File: src/hw/islc_pkg.sv
// Purpose: shared constants and types for the i2c sequence loop controller
// Assumes: 50 MHz mclk, classic wishbone register port, 32-bit data
// Notes: one byte per transaction record, fixed small sequence memory
package islc_pkg;
   // register byte offsets
   localparam logic [7:0] ISLC_CTRL_OFS = 8'h00;
   localparam logic [7:0] ISLC_STAT_OFS = 8'h04;
   localparam logic [7:0] ISLC_MASK_OFS = 8'h08;
   localparam logic [7:0] ISLC_RATE_OFS = 8'h0C;
   localparam logic [7:0] ISLC_CNT_OFS = 8'h10;
   localparam logic [7:0] ISLC_SEQ_OFS = 8'h14;
   localparam logic [7:0] ISLC_RES_OFS = 8'h18;
   localparam logic [7:0] ISLC_JOB_OFS = 8'h1C;
   localparam logic [7:0] ISLC_ID_OFS = 8'h20;
   // identity value, arbitrary
   localparam logic [7:0] ISLC_ID_VALUE = 8'h3C;
   // control bit positions
   localparam int ISLC_C_BEGIN = 0;
   localparam int ISLC_C_HALT = 1;
   localparam int ISLC_C_HALTSEQ = 2;
   localparam int ISLC_C_PIN = 3;
   localparam int ISLC_C_POL = 4;
   localparam int ISLC_C_AHEAL = 5;
   localparam int ISLC_C_MHEAL = 6;
   // status bit positions
   localparam int ISLC_S_DONE = 0;
   localparam int ISLC_S_LOOP = 1;
   localparam int ISLC_S_OVR = 2;
   localparam int ISLC_S_STUCK = 3;
   localparam int ISLC_S_NACK = 4;
   localparam int ISLC_S_BUSY = 7;
   // sequence memory
   localparam int ISLC_SEQ_DEPTH = 8;
   localparam int ISLC_SEQ_AW = 3;
   // i2c timing: quarter bit of 1 MHz scl
   localparam int ISLC_CLK_MHZ = 50;
   localparam int ISLC_QTR_NS = 250;
   localparam int ISLC_QTR_CYC = (ISLC_QTR_NS * ISLC_CLK_MHZ) / 1000;
   // frame_interval unit in microseconds
   localparam int ISLC_TICK_US = 1;
   localparam int ISLC_TICK_CYC = ISLC_TICK_US * ISLC_CLK_MHZ;
   localparam logic [3:0] ISLC_HEAL_PULSES = 4'h9;
   localparam logic [3:0] ISLC_BITS = 4'h8;

   // one sequence entry: address with direction, one data byte
   typedef struct packed {
      logic [6:0] addr;
      logic rd;
      logic [7:0] data;
   } islc_entry_t;

   // bus line controls: 1 drives low
   typedef struct packed {
      logic scl_low;
      logic sda_low;
   } islc_lines_t;

   typedef enum logic [10:0] {
      ISLC_IDLE = 11'b000_0000_0001,
      ISLC_ARM = 11'b000_0000_0010,
      ISLC_START = 11'b000_0000_0100,
      ISLC_BIT = 11'b000_0000_1000,
      ISLC_ACK = 11'b000_0001_0000,
      ISLC_STOP = 11'b000_0010_0000,
      ISLC_WAIT = 11'b000_0100_0000,
      ISLC_HEAL = 11'b000_1000_0000,
      ISLC_HSTOP = 11'b001_0000_0000,
      ISLC_MHEAL = 11'b010_0000_0000,
      ISLC_RSTRT = 11'b100_0000_0000
   } islc_state_t;
endpackage

File: src/hw/islc_core.sv
// Purpose: i2c sequence engine with halt, looping, pacing and sda heal
// Assumes: wishbone classic slave, ack one cycle after stb, pins sampled
// Notes: each sequence entry is one slave address plus one data byte
// Function
// - clear job pending after read completes
// - halt in write stops after ack
// - halt on address read: nine clocks, nack
// - halt in read data nacks, stops
// - halt sets sequence complete, interrupt unless masked
// - halt in loop sets both flags
// - restart after halt begins at first entry
// - frame interval paces starts, zero back-to-back
// - pin pacing ignores frame interval
// - repeat count reached sets loop flag, idle
// - repeat count zero loops forever
// - loop mask gates loop interrupt only
// - timer mode starts immediately then periodically
// - interval expiring early sets overrun
// - pin mode begin only arms trigger
// - trigger during sequence sets overrun
// - trigger edge polarity selectable
// - stuck sda checked only at start and at the end of the heal stop
// - auto heal: nine pulses, stop, retry
// - heal fails: stuck flag, release lines
// - manual heal pulses; begin restarts sequence
// - success: stop, complete flag, interrupt
`timescale 1ns/1ps
module islc_core
   import islc_pkg::*;
(
   input wire logic mclk,
   input wire logic rst,
   input wire logic wb_cyc_i,
   input wire logic wb_stb_i,
   input wire logic wb_we_i,
   input wire logic [7:0] wb_adr_i,
   input wire logic [3:0] wb_sel_i,
   input wire logic [31:0] wb_dat_i,
   output logic [31:0] wb_dat_o,
   output logic wb_ack_o,
   input wire logic scl_i,
   output logic scl_o,
   output logic scl_oe,
   input wire logic sda_i,
   output logic sda_o,
   output logic sda_oe,
   input wire logic trig_i,
   output logic irq
);
   // sequence memory, written by host only
   islc_entry_t seq_mem [ISLC_SEQ_DEPTH];

   // all module state but seq_mem in one record
   typedef struct packed {
      islc_state_t st;
      logic [7:0] ctrl;       // persistent control bits
      logic [7:0] stat;       // sticky flags
      logic [7:0] mask;       // interrupt masks
      logic [7:0] rate;       // frame_interval
      logic [7:0] cnt;        // repeat_count
      logic [ISLC_SEQ_AW:0] len; // entries in sequence
      logic [7:0] jobs;       // job_pending per entry
      logic [7:0] accepted;   // job_accepted per entry
      logic [7:0] rxd;        // last received byte
      logic [ISLC_SEQ_AW-1:0] idx;
      logic [ISLC_SEQ_AW-1:0] ridx;
      logic [7:0] frames;     // frames done
      logic [7:0] sh;         // shift register
      logic [3:0] nbit;
      logic [1:0] ph;         // quarter phase
      logic [5:0] qcnt;
      logic [5:0] tcnt;       // microsecond prescaler
      logic [7:0] tick;       // interval count
      logic in_data;          // in the data byte, sent or received
      logic halt;             // halt pending
      logic halt_seq;         // halt after sequence
      logic retry;            // cleared at each start, never set
      logic [1:0] trig_s;     // trigger synchroniser
      logic trig_d;
      logic [1:0] sda_s;
      logic [1:0] scl_s;
      islc_lines_t ln;
      logic ack;
      logic [31:0] rdat;
   } islc_reg_t;

   islc_reg_t r, next_r;

   // any repeat_count other than one, zero included, means loop mode
   function automatic logic loop_mode(input logic [7:0] c);
      return c != 8'h01;
   endfunction

   function automatic logic hit(input logic [7:0] a, input logic [7:0] o);
      return a == o;
   endfunction

   // sequence memory writes, no reset needed for contents
   always_ff @(posedge mclk) begin
      if (wb_cyc_i && wb_stb_i && wb_we_i && !r.ack
          && hit(wb_adr_i, ISLC_SEQ_OFS) && wb_sel_i[0]) begin
         seq_mem[wb_dat_i[18:16]] <= wb_dat_i[15:0];
      end
   end

   // one combinational next-state process
   always_comb begin
      islc_entry_t e;
      logic qtick, sda_in, trig_edge, trig_raw, wr, rd_acc;
      logic frame_start;
      e = seq_mem[r.idx];
      next_r = r;
      frame_start = 1'b0;
      // pin synchronisers
      next_r.trig_s = {r.trig_s[0], trig_i};
      next_r.sda_s = {r.sda_s[0], sda_i};
      next_r.scl_s = {r.scl_s[0], scl_i};
      sda_in = r.sda_s[1];
      next_r.trig_d = r.trig_s[1];
      trig_raw = r.ctrl[ISLC_C_POL] ? (!r.trig_s[1] && r.trig_d)
                                    : (r.trig_s[1] && !r.trig_d);
      trig_edge = trig_raw && r.ctrl[ISLC_C_PIN];
      // quarter-bit timer runs free in every state
      qtick = (r.qcnt == 6'(ISLC_QTR_CYC - 1));
      next_r.qcnt = qtick ? 6'h00 : r.qcnt + 6'h01;
      // frame interval timer counts microseconds
      if (r.tcnt == 6'(ISLC_TICK_CYC - 1)) begin
         next_r.tcnt = 6'h00;
         if (r.st != ISLC_IDLE && !r.ctrl[ISLC_C_PIN]) begin
            next_r.tick = r.tick + 8'h01;
         end
      end else begin
         next_r.tcnt = r.tcnt + 6'h01;
      end
      // bus slave: ack one cycle after strobe, drop next cycle
      wr = wb_cyc_i && wb_stb_i && wb_we_i && !r.ack && wb_sel_i[0];
      rd_acc = wb_cyc_i && wb_stb_i && !wb_we_i && !r.ack;
      next_r.ack = wb_cyc_i && wb_stb_i && !r.ack;
      next_r.rdat = 32'h0000_0000;
      if (rd_acc) begin
         unique case (wb_adr_i)
            ISLC_CTRL_OFS: next_r.rdat[7:0] = r.ctrl;
            ISLC_STAT_OFS: next_r.rdat[7:0] = r.stat |
               {(r.st != ISLC_IDLE), 7'h00};
            ISLC_MASK_OFS: next_r.rdat[7:0] = r.mask;
            ISLC_RATE_OFS: next_r.rdat[7:0] = r.rate;
            ISLC_CNT_OFS: next_r.rdat[7:0] = r.cnt;
            ISLC_SEQ_OFS: next_r.rdat[3:0] = 4'(r.len);
            ISLC_RES_OFS: next_r.rdat[7:0] = r.rxd;
            ISLC_JOB_OFS: next_r.rdat[15:0] = {r.accepted, r.jobs};
            ISLC_ID_OFS: next_r.rdat[7:0] = ISLC_ID_VALUE;
            default: next_r.rdat = 32'h0000_0000; // unmapped reads zero
         endcase
      end
      // status write-one-to-clear; hardware sets below win
      if (wr && hit(wb_adr_i, ISLC_STAT_OFS)) begin
         next_r.stat = r.stat & ~wb_dat_i[7:0];
      end
      if (wr && hit(wb_adr_i, ISLC_MASK_OFS)) next_r.mask = wb_dat_i[7:0];
      if (wr && hit(wb_adr_i, ISLC_RATE_OFS)) next_r.rate = wb_dat_i[7:0];
      if (wr && hit(wb_adr_i, ISLC_CNT_OFS)) next_r.cnt = wb_dat_i[7:0];
      if (wr && hit(wb_adr_i, ISLC_SEQ_OFS)) begin
         if (wb_dat_i[19]) next_r.len = wb_dat_i[23:20];
      end
      if (wr && hit(wb_adr_i, ISLC_CTRL_OFS)) begin
         next_r.ctrl = wb_dat_i[7:0];
         if (wb_dat_i[ISLC_C_HALT] && r.st != ISLC_IDLE) next_r.halt = 1'b1;
         if (wb_dat_i[ISLC_C_HALTSEQ] && r.st != ISLC_IDLE) begin
            next_r.halt_seq = 1'b1;
         end
      end
      // halt commands are never held in ctrl; begin and heal clear once taken
      next_r.ctrl[ISLC_C_HALT] = 1'b0;
      next_r.ctrl[ISLC_C_HALTSEQ] = 1'b0;
      unique case (r.st)
         ISLC_IDLE: begin
            next_r.ln = '0;
            if (r.ctrl[ISLC_C_MHEAL]) begin
               next_r.st = ISLC_MHEAL;
               next_r.nbit = 4'h0;
               next_r.ctrl[ISLC_C_MHEAL] = 1'b0;
            end else if (r.ctrl[ISLC_C_BEGIN] && r.len != '0) begin
               next_r.ctrl[ISLC_C_BEGIN] = 1'b0;
               next_r.frames = 8'h00;
               next_r.halt = 1'b0;
               next_r.halt_seq = 1'b0;
               next_r.idx = '0;
               next_r.jobs = 8'hFF >> (4'h8 - 4'(r.len));
               next_r.accepted = 8'h00;
               // pin mode waits for an edge
               next_r.st = r.ctrl[ISLC_C_PIN] ? ISLC_ARM : ISLC_START;
               frame_start = !r.ctrl[ISLC_C_PIN];
            end
         end
         ISLC_ARM, ISLC_WAIT: begin
            // pin pacing ignores frame_interval
            if (r.halt || r.halt_seq) begin
               next_r.stat[ISLC_S_DONE] = 1'b1;
               next_r.stat[ISLC_S_LOOP] = loop_mode(r.cnt);
               next_r.st = ISLC_IDLE;
            end else if (r.ctrl[ISLC_C_PIN] ? trig_edge
                         : (r.tick >= r.rate)) begin
               next_r.st = ISLC_START;
               next_r.idx = '0;
               next_r.jobs = 8'hFF >> (4'h8 - 4'(r.len));
               frame_start = 1'b1;
            end
         end
         ISLC_START, ISLC_RSTRT: if (qtick) begin
            next_r.ph = r.ph + 2'h1;
            if (r.ph == 2'h0) next_r.ln = '{scl_low: 1'b0, sda_low: 1'b0};
            if (r.ph == 2'h1) begin
               // stuck sda seen here and at the end of the heal stop
               if (!sda_in) begin
                  next_r.st = ISLC_HEAL;
                  next_r.nbit = 4'h0;
                  next_r.ph = 2'h0;
               end else next_r.ln.sda_low = 1'b1;
            end
            if (r.ph == 2'h3) begin
               next_r.ln.scl_low = 1'b1;
               next_r.accepted[r.idx] = 1'b1;
               next_r.retry = 1'b0;
               next_r.sh = {e.addr, e.rd};
               next_r.nbit = 4'h0;
               next_r.in_data = 1'b0;
               // the address byte goes out first
               next_r.st = ISLC_BIT;
            end
         end
         ISLC_BIT: if (qtick) begin
            // one bit per four quarters: set, rise, sample, fall
            next_r.ph = r.ph + 2'h1;
            unique case (r.ph)
               2'h0: next_r.ln.sda_low = (r.in_data && e.rd) ? 1'b0
                                         : !r.sh[7];
               2'h1: next_r.ln.scl_low = 1'b0;
               2'h2: next_r.sh = {r.sh[6:0], sda_in};
               default: begin
                  next_r.ln.scl_low = 1'b1;
                  next_r.nbit = r.nbit + 4'h1;
                  if (r.nbit == ISLC_BITS - 4'h1) begin
                     next_r.nbit = 4'h0;
                     next_r.st = ISLC_ACK;
                  end
               end
            endcase
         end
         ISLC_ACK: if (qtick) begin
            next_r.ph = r.ph + 2'h1;
            unique case (r.ph)
               // one byte per read, always the last: the master
               // nacks it; a halt on the address read costs one
               // such byte before the stop
               2'h0: next_r.ln.sda_low = 1'b0;
               2'h1: next_r.ln.scl_low = 1'b0;
               2'h2: if (!(r.in_data && e.rd) && sda_in) begin
                  next_r.stat[ISLC_S_NACK] = 1'b1;
                  next_r.halt = 1'b1;
               end
               default: begin
                  next_r.ln.scl_low = 1'b1;
                  if (r.in_data && e.rd) begin
                     next_r.rxd = r.sh;
                     next_r.jobs[r.idx] = 1'b0;
                  end else if (r.in_data) begin
                     next_r.jobs[r.idx] = 1'b0;
                  end
                  if (!r.in_data && e.rd && r.halt) begin
                     // halted read: one byte more, nacked, then stop
                     next_r.in_data = 1'b1;
                     next_r.st = ISLC_BIT;
                  end else if (r.halt) begin
                     next_r.st = ISLC_STOP;
                  end else if (!r.in_data) begin
                     next_r.in_data = 1'b1;
                     next_r.sh = e.data;
                     next_r.st = ISLC_BIT;
                  end else if (4'(r.idx) + 4'h1 < 4'(r.len)) begin
                     next_r.idx = r.idx + 1'b1;
                     next_r.st = ISLC_RSTRT;
                  end else begin
                     next_r.st = ISLC_STOP;
                  end
               end
            endcase
         end
         ISLC_STOP, ISLC_HSTOP: if (qtick) begin
            next_r.ph = r.ph + 2'h1;
            if (r.ph == 2'h0) next_r.ln.sda_low = 1'b1;
            if (r.ph == 2'h1) next_r.ln.scl_low = 1'b0;
            if (r.ph == 2'h2) next_r.ln.sda_low = 1'b0;
            if (r.ph == 2'h3 && r.st == ISLC_HSTOP) begin
               // retry start once after heal
               if (sda_in) next_r.st = ISLC_RSTRT;
               else begin
                  next_r.stat[ISLC_S_STUCK] = 1'b1;
                  next_r.ln = '0;
                  next_r.st = ISLC_IDLE;
               end
            end else if (r.ph == 2'h3) begin
               next_r.stat[ISLC_S_DONE] = 1'b1;
               next_r.frames = r.frames + 8'h01;
               if (r.halt || r.halt_seq) begin
                  next_r.stat[ISLC_S_LOOP] = loop_mode(r.cnt);
                  next_r.st = ISLC_IDLE;
               end else if (r.cnt != 8'h00
                            && r.frames + 8'h01 >= r.cnt) begin
                  next_r.stat[ISLC_S_LOOP] = 1'b1;
                  next_r.st = ISLC_IDLE;
               end else begin
                  next_r.st = ISLC_WAIT;
               end
            end
         end
         ISLC_HEAL, ISLC_MHEAL: begin
            if (r.st == ISLC_HEAL && !r.ctrl[ISLC_C_AHEAL]) begin
               next_r.stat[ISLC_S_STUCK] = 1'b1;
               next_r.ln = '0;
               next_r.st = ISLC_IDLE;
            end else if (qtick) begin
               next_r.ph = r.ph + 2'h1;
               next_r.ln.sda_low = 1'b0;
               if (r.ph == 2'h1) next_r.ln.scl_low = 1'b0;
               if (r.ph == 2'h3) begin
                  next_r.ln.scl_low = 1'b1;
                  next_r.nbit = r.nbit + 4'h1;
                  if (r.nbit == ISLC_HEAL_PULSES - 4'h1) begin
                     next_r.st = (r.st == ISLC_HEAL) ? ISLC_HSTOP
                                                     : ISLC_IDLE;
                     if (r.st == ISLC_MHEAL) next_r.ln = '0;
                  end
               end
            end
         end
         default: next_r.st = ISLC_IDLE;
      endcase
      // overrun: frame due while sequence still on the bus
      if (r.st != ISLC_IDLE && r.st != ISLC_ARM && r.st != ISLC_WAIT) begin
         if (trig_edge) next_r.stat[ISLC_S_OVR] = 1'b1;
         if (!r.ctrl[ISLC_C_PIN] && r.rate != 8'h00 && r.tick >= r.rate) begin
            next_r.stat[ISLC_S_OVR] = 1'b1;
            next_r.tick = 8'h00;
         end
      end
      if (frame_start) next_r.tick = 8'h00;
   end

   // state register
   always_ff @(posedge mclk or posedge rst) begin
      if (rst) begin
         r <= '{st: ISLC_IDLE, cnt: 8'h01, sda_s: 2'b11, scl_s: 2'b11,
                default: '0};
      end else begin
         r <= next_r;
      end
   end

   // outputs: open drain, enable high while pulling low
   assign scl_o = 1'b0;
   assign sda_o = 1'b0;
   assign scl_oe = r.ln.scl_low;
   assign sda_oe = r.ln.sda_low;
   assign wb_ack_o = r.ack;
   assign wb_dat_o = r.rdat;
   // halt completion sets done but masked bits keep irq low
   assign irq = |(r.stat[4:0] & ~r.mask[4:0]);
endmodule

File: config.mk
export PLATFORM = sky130hd
export DESIGN_NAME = islc_core
export DESIGN_NICKNAME = d
export VERILOG_FILES = /design/src/hw/islc_pkg.sv /design/src/hw/islc_core.sv
export SDC_FILE = /design/constraint.sdc
export NUM_CORES = 1
export LEC_CHECK = 0
export ABC_AREA = 1
export BUFFER_PORTS_ARGS = -buffer_cell sky130_fd_sc_hd__buf_2
export CAP_MARGIN = 20
export CORE_UTILIZATION = 60
export DETAILED_ROUTE_END_ITERATION = 8
export HOLD_SLACK_MARGIN = 0.05
export PLACE_DENSITY = 0.85
export SYNTH_ARGS = -nofsm -noshare
export SYNTH_HDL_FRONTEND = slang
export SYNTH_SLANG_ARGS = --single-unit
export TNS_END_PERCENT = 1
File: constraint.sdc
create_clock -name mclk -period 5.85 [get_ports mclk]
set_input_delay 1.17 -clock mclk [delete_from_list [all_inputs] [get_ports mclk]]
set_output_delay 1.17 -clock mclk [all_outputs]
set_load 0.01 [all_outputs]
==> metrics.yaml, run 1 <==
power_and_ir_drop:
  p_per_area_mw_per_mm2: 340
  p_leak_nw: 7.01
  vdd_drop_max_v: 0.000304
detailed_routing:
  finalWirelength_um: 34100
  first_pass_iters: 8
  postRouteAntennaNets: 0
  drc: 0
  via_count: 11000
  avgRoutedWirePerCell_um: 18.2
  drt-vias-per-instance: 5.84
  drt-initial-drc-count: 979
placement:
  port_buffers: 59
  globalplace.congestion: 0.954
  hpwl_um: 23800
outcome:
  status: "finished, final reports clean"
timing:
  finalHoldViolations: 0
  tightest_slew_ps: 975
  fin_skew_ps: 16.3
  hold_slack_ps: 356
  slew_violations: 0
  finalSetupViolCount: 0
  slew_headroom: 0.348
  rsz0062_at_grt: "no"
  fmax_ghz: 0.294
  finalCriticalPeriod_ps: 3400
  period_share: 0.581
  finalSetupTns_ps: 0
critical_path:
  cp-end-kind: "flip-flop"
  worstSetupPathType: "input pin to flip-flop"
  path_buf_inv: 3
  crit_arrival_ps: 3650
  cp.depth: 9
  crit_chain: "buf_2 -> inv_1 -> nand2_1 -> nor3_1 -> nand2_1 -> nor2_1 -> nand2_1 -> nor3_2 -> buf_4"
  r2r-start: "r[92]$_DFFE_PP0P_"
  crit_end: "seq_mem[7][13]$_DFFE_PP_"
  critPathRequiredTime_ps: 6100
  cp-start-kind: "input pin"
  reg2reg_to: "r[72]$_DFFE_PP0P_"
  crit_family: "simple AND/OR/NAND/NOR gates"
  critPathLaunch: "wb_adr_i[7]"
  reg2regPathDepth: 9
  cp_max_fo: 9
  cpPeakStageDelay_ps: 650
  slowest_stage: "nor3_2"
  r2r_setup_slack_ps: 2570
  cpMostUsedCell: "nand2_1"
grt:
  grt_usage: 0.296
  grt_antenna_before_repair: 0
  grt_pass1_wl_um: 54900
  first_global_vias: 10800
  grt_max_degree: 111
  gr-total-overflow: 0
clock_network:
  cts_max_level: 1
  cts_resized: 0
  tritoncts: "done"
  path_clk_slew_ps: 60
  clockBufferDepth: 3
  cts-buffers-inserted: 29
  cts_root_buffer: "clkbuf_16"
  clk_latency_ps: 560
  cts_sinks: 277
  cts_setup_buffers: 0
  postCtsHoldBufs: 0
final_layout:
  syn2layout_area_growth_pct: 10.1
  antenna-diode-count: 0
  nets: 1664
  drive_gt1_frac: 0.111
  final_common_cell: "nand2_1"
  layout_common_cells: "nand2_1 (362), inv_1 (191), nor2_1 (151)"
logic_synthesis:
  postSynthCellCount: 1520
  ys_seq_elements: 277
  seq_area_frac_synth: 0.552
  ys.warnings.count: 0
  yosys.area.top_type: "edfxtp_1"
  synth_cell_types: 54
  yosys-top-cells-area: "edfxtp_1 (28%), dfrtp_1 (26%), nand2_1 (9.9%)"
  syn_area_mm2: 0.0137
  syn_area_per_cell_um2: 9.03
  synth_top_area_share: 0.280
floorplanning:
  io_pins: 90
  initial_utilization: 0.621
  die_x_um: 153
  die-area_mm2: 0.0235
  std_cell_rows: 54
  core_mm2: 0.0221
  dieHeight_um: 153
job:
  cap_violations: 0
min_path:
  min_path_type: "flip-flop to flip-flop"
[power by group]
part | total (W) | internal [W] | switching (W)
sequential | 0.00222 | 0.00215 | 0.0000727
clock | 0.00176 | 0.00101 | 0.000757
combinational | 0.00116 | 0.000340 | 0.000823
[sequential cells by signal (all words and copies together) (netlist names)]
register	count
seq_mem	128
r	127
wb_dat_o	16
next_r	3
scl_oe	1
sda_oe	1
wb_ack_o	1
[routing by layer]
layer | part of all wire | GRT usage
met3 | 0.071 | 0.0343
met4 | 0.039 | 0.122
met2 | 0.50 | 0.508
met1 | 0.40 | 0.382
met5 | 0 | 0
[worst min-delay path by stage]
stage                          from                    to  slack, ps  depth (start not counted)
6_report       next_r[38]$_DFF_PP1_       r[38]$_DFF_PP1_        360                          0
3_3_place_gp   next_r[41]$_DFF_PP0_  next_r[39]$_DFF_PP0_        350                          0
2_1_floorplan  next_r[41]$_DFF_PP0_  next_r[39]$_DFF_PP0_        330                          0
5_1_grt        next_r[38]$_DFF_PP1_       r[38]$_DFF_PP1_        360                          0
3_5_place_dp   next_r[41]$_DFF_PP0_  next_r[39]$_DFF_PP0_        350                          0
4_1_cts        next_r[38]$_DFF_PP1_       r[38]$_DFF_PP1_        360                          0
[final cells by class]
class / instances / area, µm²
sequential: 277 / 7580
fill: 1673 / 6980
clock buffer: 37 / 756
multi-input combinational: 1000 / 5140
timing repair buffer: 68 / 383
tap: 280 / 350
clock inverter: 15 / 151
inverter: 201 / 759
[metrics by stage]
step / utilization / setup slack (ps) / area, µm² / total power (W) / cells
floorplan: - / 679 / 13800 / 0.00314 / 1537
global placement: 0.642 / 1970 / 14200 / 0.00334 / 1825
detailed placement: 0.642 / 1950 / 14200 / 0.00339 / 1825
CTS: 0.683 / 2510 / 15100 / 0.00514 / 1877
global route: 0.684 / 2290 / 15100 / 0.00539 / 1878
finish: 0.684 / 2450 / 15100 / 0.00515 / 1878
[cell usage after synthesis (all sizes together)]
library cell    n
nor4            2
o2111ai         3
buf            46
dfrtp         145
o211ai          9
a221oi          1
o22a            1
edfxtp        128
xor2           12
a22o            1
inv           199
o31ai           1
o311ai          1
nand2         377
or2             2
a22oi           2
nand3          98
clkinv          2
xnor2           6
o21ai          96
nor2          168
mux2i           2
o21a            3
conb            1
nor3b           1
nor3           28
o21bai          1
o22ai          40
a21oi          43
clkbuf         13
dfstp           4
a41oi           1
a21boi          3
o221ai          1
a211oi          1
a31oi          11
ha             35
nand4          32
[worst register-to-register path, cell delays in order, from the launching register on]
cell	delay (ps)
dfrtp_1	700
inv_1	260
nor2_1	740
nand2_1	610
o22ai_1	360
nor2_1	70
nand3_1	130
o211ai_1	120
nor2_1	110
nor2_1	70
[cells by family (layout without fill, tap and decap cells)]
logic type	after synthesis	after routing	synth area share
simple gates	708	708	0.229
flops	277	277	0.552
buf+inv	260	321	0.0825
compound gates	219	219	0.0913
fa+ha+maj	35	35	0.0319
xor+xnor	18	18	0.0115
mux	2	2	0.00146
other cells	1	18	0.000273
(Power assumes the default switching activity.)
==> inputs of run 2 (changes only) <==
--- a/config.mk
+++ b/config.mk
@@ -5,13 +5,13 @@
 export SDC_FILE = /design/constraint.sdc
 export NUM_CORES = 1
 export LEC_CHECK = 0
-export ABC_AREA = 1
+export ABC_AREA = 0
 export BUFFER_PORTS_ARGS = -buffer_cell sky130_fd_sc_hd__buf_2
 export CAP_MARGIN = 20
-export CORE_UTILIZATION = 60
+export CORE_UTILIZATION = 55
 export DETAILED_ROUTE_END_ITERATION = 8
 export HOLD_SLACK_MARGIN = 0.05
-export PLACE_DENSITY = 0.85
+export PLACE_DENSITY = 0.83
 export SYNTH_ARGS = -nofsm -noshare
 export SYNTH_HDL_FRONTEND = slang
 export SYNTH_SLANG_ARGS = --single-unit
==> constraint.sdc (replaced) <==
create_clock -name mclk -period 3.1 [get_ports mclk]
set_input_delay 0.62 -clock mclk [delete_from_list [all_inputs] [get_ports mclk]]
set_output_delay 0.62 -clock mclk [all_outputs]
set_load 0.01 [all_outputs]
==> run 2 against run 1 <==
  * Clock skew grew 3.6 ps
  * Sequential power is 83% higher
  * First-iteration DRC count rose by 6.0%
  * Setup slack worse by 2300 ps
  * Final area down 2.5%
  * Power grew 78%
  * Routed wire length down 1.8%
  * Register-to-register slack got worse by 2400 ps
  * Clock power grew 95%
  * Largest power group unchanged
  * Highest routed layer unchanged
==> metrics.yaml, run 2 <==
timing:
  finalHoldViolations: 0  # unchanged
  fmax_ghz: 0.340
  slew_violations: 0  # unchanged
  finalSetupViolCount: 0  # unchanged
  rsz0062_at_grt: "no"  # unchanged
  period_share: 0.947
  finalSetupTns_ps: 0  # unchanged
  tightest_slew_ps: 778  # was 975 ps
  fin_skew_ps: 20.0  # was 16.3 ps
  slew_headroom: 0.478  # was 0.348
  finalCriticalPeriod_ps: 2940
clock_network:
  clk_latency_ps: 560  # about the same
  tritoncts: "done"  # unchanged
  path_clk_slew_ps: 70  # was 60 ps
  cts_sinks: 277  # unchanged
  postCtsHoldBufs: 0  # unchanged
  cts_max_level: 1  # unchanged
  clockBufferDepth: 3  # unchanged
  cts-buffers-inserted: 29  # unchanged
  cts_root_buffer: "clkbuf_16"  # unchanged
power_and_ir_drop:
  p_per_area_mw_per_mm2: 623  # was 340 mW/mm²
  vdd_drop_max_v: 0.000511  # was 0.000304 V
  switching_share: 0.286  # was 0.321
  seqPwrFrac: 0.442  # was 0.431
  p_clk_frac: 0.374  # was 0.343
  p_leak_nw: 6.21  # was 7.01 nW
  p_sw_w: 0.00263  # was 0.00165 W
  comb_power_share: 0.184  # was 0.226
  intPower_w: 0.00655  # was 0.00349 W
final_layout:
  layout_common_cells: "dfrtp_1 (145), edfxtp_1 (128), nor2_1 (91)"  # was nand2_1 (362), inv_1 (191), nor2_1 (151)
  final_common_cell: "dfrtp_1"  # was nand2_1
  antenna-diode-count: 0  # unchanged
  regArea_mm2: 0.00758  # unchanged
  syn2layout_area_growth_pct: 13.8  # was 10.1%
  fillerInstances: 1709  # was 1673
  postLayoutCoreUtil: 0.645  # was 0.684
  instances_no_fill: 1546  # was 1878
  nets: 1298  # was 1664
  drive_gt1_frac: 0.182  # was 0.111
  largest_reg_flops: 128  # unchanged
  multiInputGateArea_mm2: 0.00486  # was 0.00514 mm²
detailed_routing:
  finalWirelength_um: 33500  # was 34100 µm
  drt-initial-drc-count: 1038  # was 979
  first_pass_iters: 8  # unchanged
  drc: 0  # unchanged
  via_count: 9799  # was 11000
  drt-vias-per-instance: 6.34  # was 5.84
  postRouteAntennaNets: 0  # unchanged
  avgRoutedWirePerCell_um: 21.7  # was 18.2 µm
critical_path:
  path_buf_inv: 3  # unchanged
  cp.depth: 10  # was 9
  critPathRequiredTime_ps: 3540  # was 6100 ps
  cpMostUsedCell: "inv_1"  # was nand2_1
  r2r_setup_slack_ps: 160  # was 2570 ps
  reg2regPathDepth: 10  # was 9
  cp-end-kind: "flip-flop"  # unchanged
  cpPeakStageDelay_ps: 580  # was 650 ps
  cp-start-kind: "flip-flop"  # was input pin
  crit_family: "compound AO/OA/AOI/OAI gates"  # was simple AND/OR/NAND/NOR gates
  crit_arrival_ps: 3370  # was 3650 ps
  cp_max_fo: 11  # was 9
  crit_chain: "inv_1 -> ha_1 -> inv_1 -> o31ai_1 -> a32oi_1 -> a2bb2oi_1 -> nand3_1 -> buf_4 -> a31o_2 -> mux2_2"  # was buf_2 -> inv_1 -> nand2_1 -> nor3_1 -> nand2_1 -> nor2_1 -> nand2_1 -> nor3_2 -> buf_4
  slowest_stage: "o31ai_1"  # was nor3_2
  worstSetupPathType: "flip-flop to flip-flop"  # was input pin to flip-flop
logic_synthesis:
  yosysMostFrequentCell: "dfrtp_1"  # was nand2_1
  synth_cell_types: 76  # was 54
  synth_async_sr_flop_share: 0.538  # unchanged
  ys.flop_type: "dfrtp_1"  # unchanged
  syn_area_per_cell_um2: 11.6  # was 9.03 µm²
  seq_area_frac_synth: 0.585  # was 0.552
  synth_commonest_cells: "dfrtp_1 (145), edfxtp_1 (128), nor2_1 (91)"  # was nand2_1 (362), inv_1 (192), nor2_1 (151)
  synth_edf_count: 128  # unchanged
  yosys-top-cells-area: "edfxtp_1 (30%), dfrtp_1 (28%), ha_1 (3.4%)"  # was edfxtp_1 (28%), dfrtp_1 (26%), nand2_1 (9.9%)
  postSynthCellCount: 1120  # was 1520
  synth_top_area_share: 0.297  # was 0.280
  ys_seq_elements: 277  # unchanged
  syn_area_mm2: 0.0129  # was 0.0137 mm²
  ys.warnings.count: 0  # unchanged
  yosys.area.top_type: "edfxtp_1"  # unchanged
floorplanning:
  die_x_um: 155  # was 153 µm
  core_mm2: 0.0228  # was 0.0221 mm²
  initial_utilization: 0.567  # was 0.621
  std_cell_rows: 55  # was 54
  dieHeight_um: 155  # was 153 µm
  die-area_mm2: 0.0242  # was 0.0235 mm²
  io_pins: 90  # unchanged
outcome:
  status: "finished, final reports clean"  # unchanged
grt:
  grt_max_degree: 55  # was 111
  grt_usage: 0.283  # was 0.296
  first_global_vias: 9673  # was 10800
  grt_pass1_wl_um: 52600  # was 54900 µm
  gr-total-overflow: 0  # unchanged
  grt_antenna_before_repair: 0  # unchanged
placement:
  globalplace.congestion: 0.978  # was 0.954
  port_buffers: 59  # unchanged
  hpwl_um: 23100  # was 23800 µm
  dp_cells: 1492  # was 1825
job:
  cap_violations: 0  # unchanged
min_path:
  whs_path_depth: 1  # was 0
  min_path_type: "input pin to flip-flop"  # was flip-flop to flip-flop
## run 2: cell count changes after synthesis, moves of 19 or more
cell / delta
a22oi_1: +33
clkbuf_1: +19
inv_1: -148
mux2_2: +36
nand2_1: -283
nand3_1: -62
nand4_1: -19
nor2_1: -60
o21ai_0: -23
## run 2: kinds of logic after synthesis
logic type,count (synthesis),synth area share
AOI/OAI and AO/OA,267,0.141
adders and majority gates,35,0.0338
buffers and inverters,119,0.0464
xor gates and xnor gates,26,0.0176
and+or+nand+nor,349,0.137
DFF,277,0.585
muxes,46,0.0390
other,1,0.000290
## run 2: through the flow
step	hold WS, ps	setup slack [ps]	instance area, µm²	power (W)
after floorplan	331	-235	13000	0.00516
after global placement	340	250	13800	0.00571
after detailed placement	343	242	13800	0.00574
after CTS	147	189	14700	0.00913
after global routing	148	28.5	14700	0.00946
final	159	163	14700	0.00917
## run 2: layout make-up
cell class	instances	share of cell area
clock buffer	43	0.0610
clock inverter	10	0.00450
sequential	277	0.514
tap	313	0.0266
multi-input combinational	741	0.330
timing repair buffer	117	0.0521
inverter	45	0.0117
## run 2: repair_timing
item | 4_1_cts | 5_1_grt
setup endpoints to repair | 0 | 3
resized for setup | 0 | 0
buffers inserted | 0 | 1
## run 2: power groups by stage
stage          Sequential (W)  Clock, W  Combinational [W]
3_3_place_gp          0.00412         0            0.00159
5_1_grt               0.00407   0.00359            0.00180
3_5_place_dp          0.00413         0            0.00161
6_report              0.00406   0.00343            0.00168
4_1_cts               0.00406   0.00345            0.00163
2_1_floorplan         0.00407         0            0.00109
## run 2: routing by layer
| layer | part of all wire | vias up | global-route usage |
|---|---|---|---|
| met4 | 0.043 | 0 | 0.129 |
| met3 | 0.087 | 123 | 0.0409 |
| met1 | 0.39 | 4801 | 0.376 |
| met2 | 0.48 | 547 | 0.464 |
| li1 | - | 4328 | - |
| met5 | 0 | - | 0 |
## run 2: final timing paths
check,start,end
setup / recovery,r[119]$_DFFE_PP0P_,r[167]$_DFFE_PP0P_
hold / removal,sda_i,next_r[38]$_DFF_PP1_
setup reg to reg,r[119]$_DFFE_PP0P_,r[167]$_DFFE_PP0P_
hold reg to reg,next_r[41]$_DFF_PP0_,next_r[39]$_DFF_PP0_
max in group asynchronous,rst,r[103]$_DFFE_PP0P_
min in group asynchronous,rst,wb_dat_o[7]$_DFF_PP0_
## run 2: worst reg2reg max path, delay by kind of cell, from the launching register on
family | cells | cell delay [ps]
multiplexers | 1 | 380
adder cells (fa/ha/maj) | 1 | 190
buffers and inverters | 3 | 370
AO/OA/AOI/OAI | 4 | 1300
flip-flops | 1 | 430
AND/OR/NAND/NOR | 1 | 170
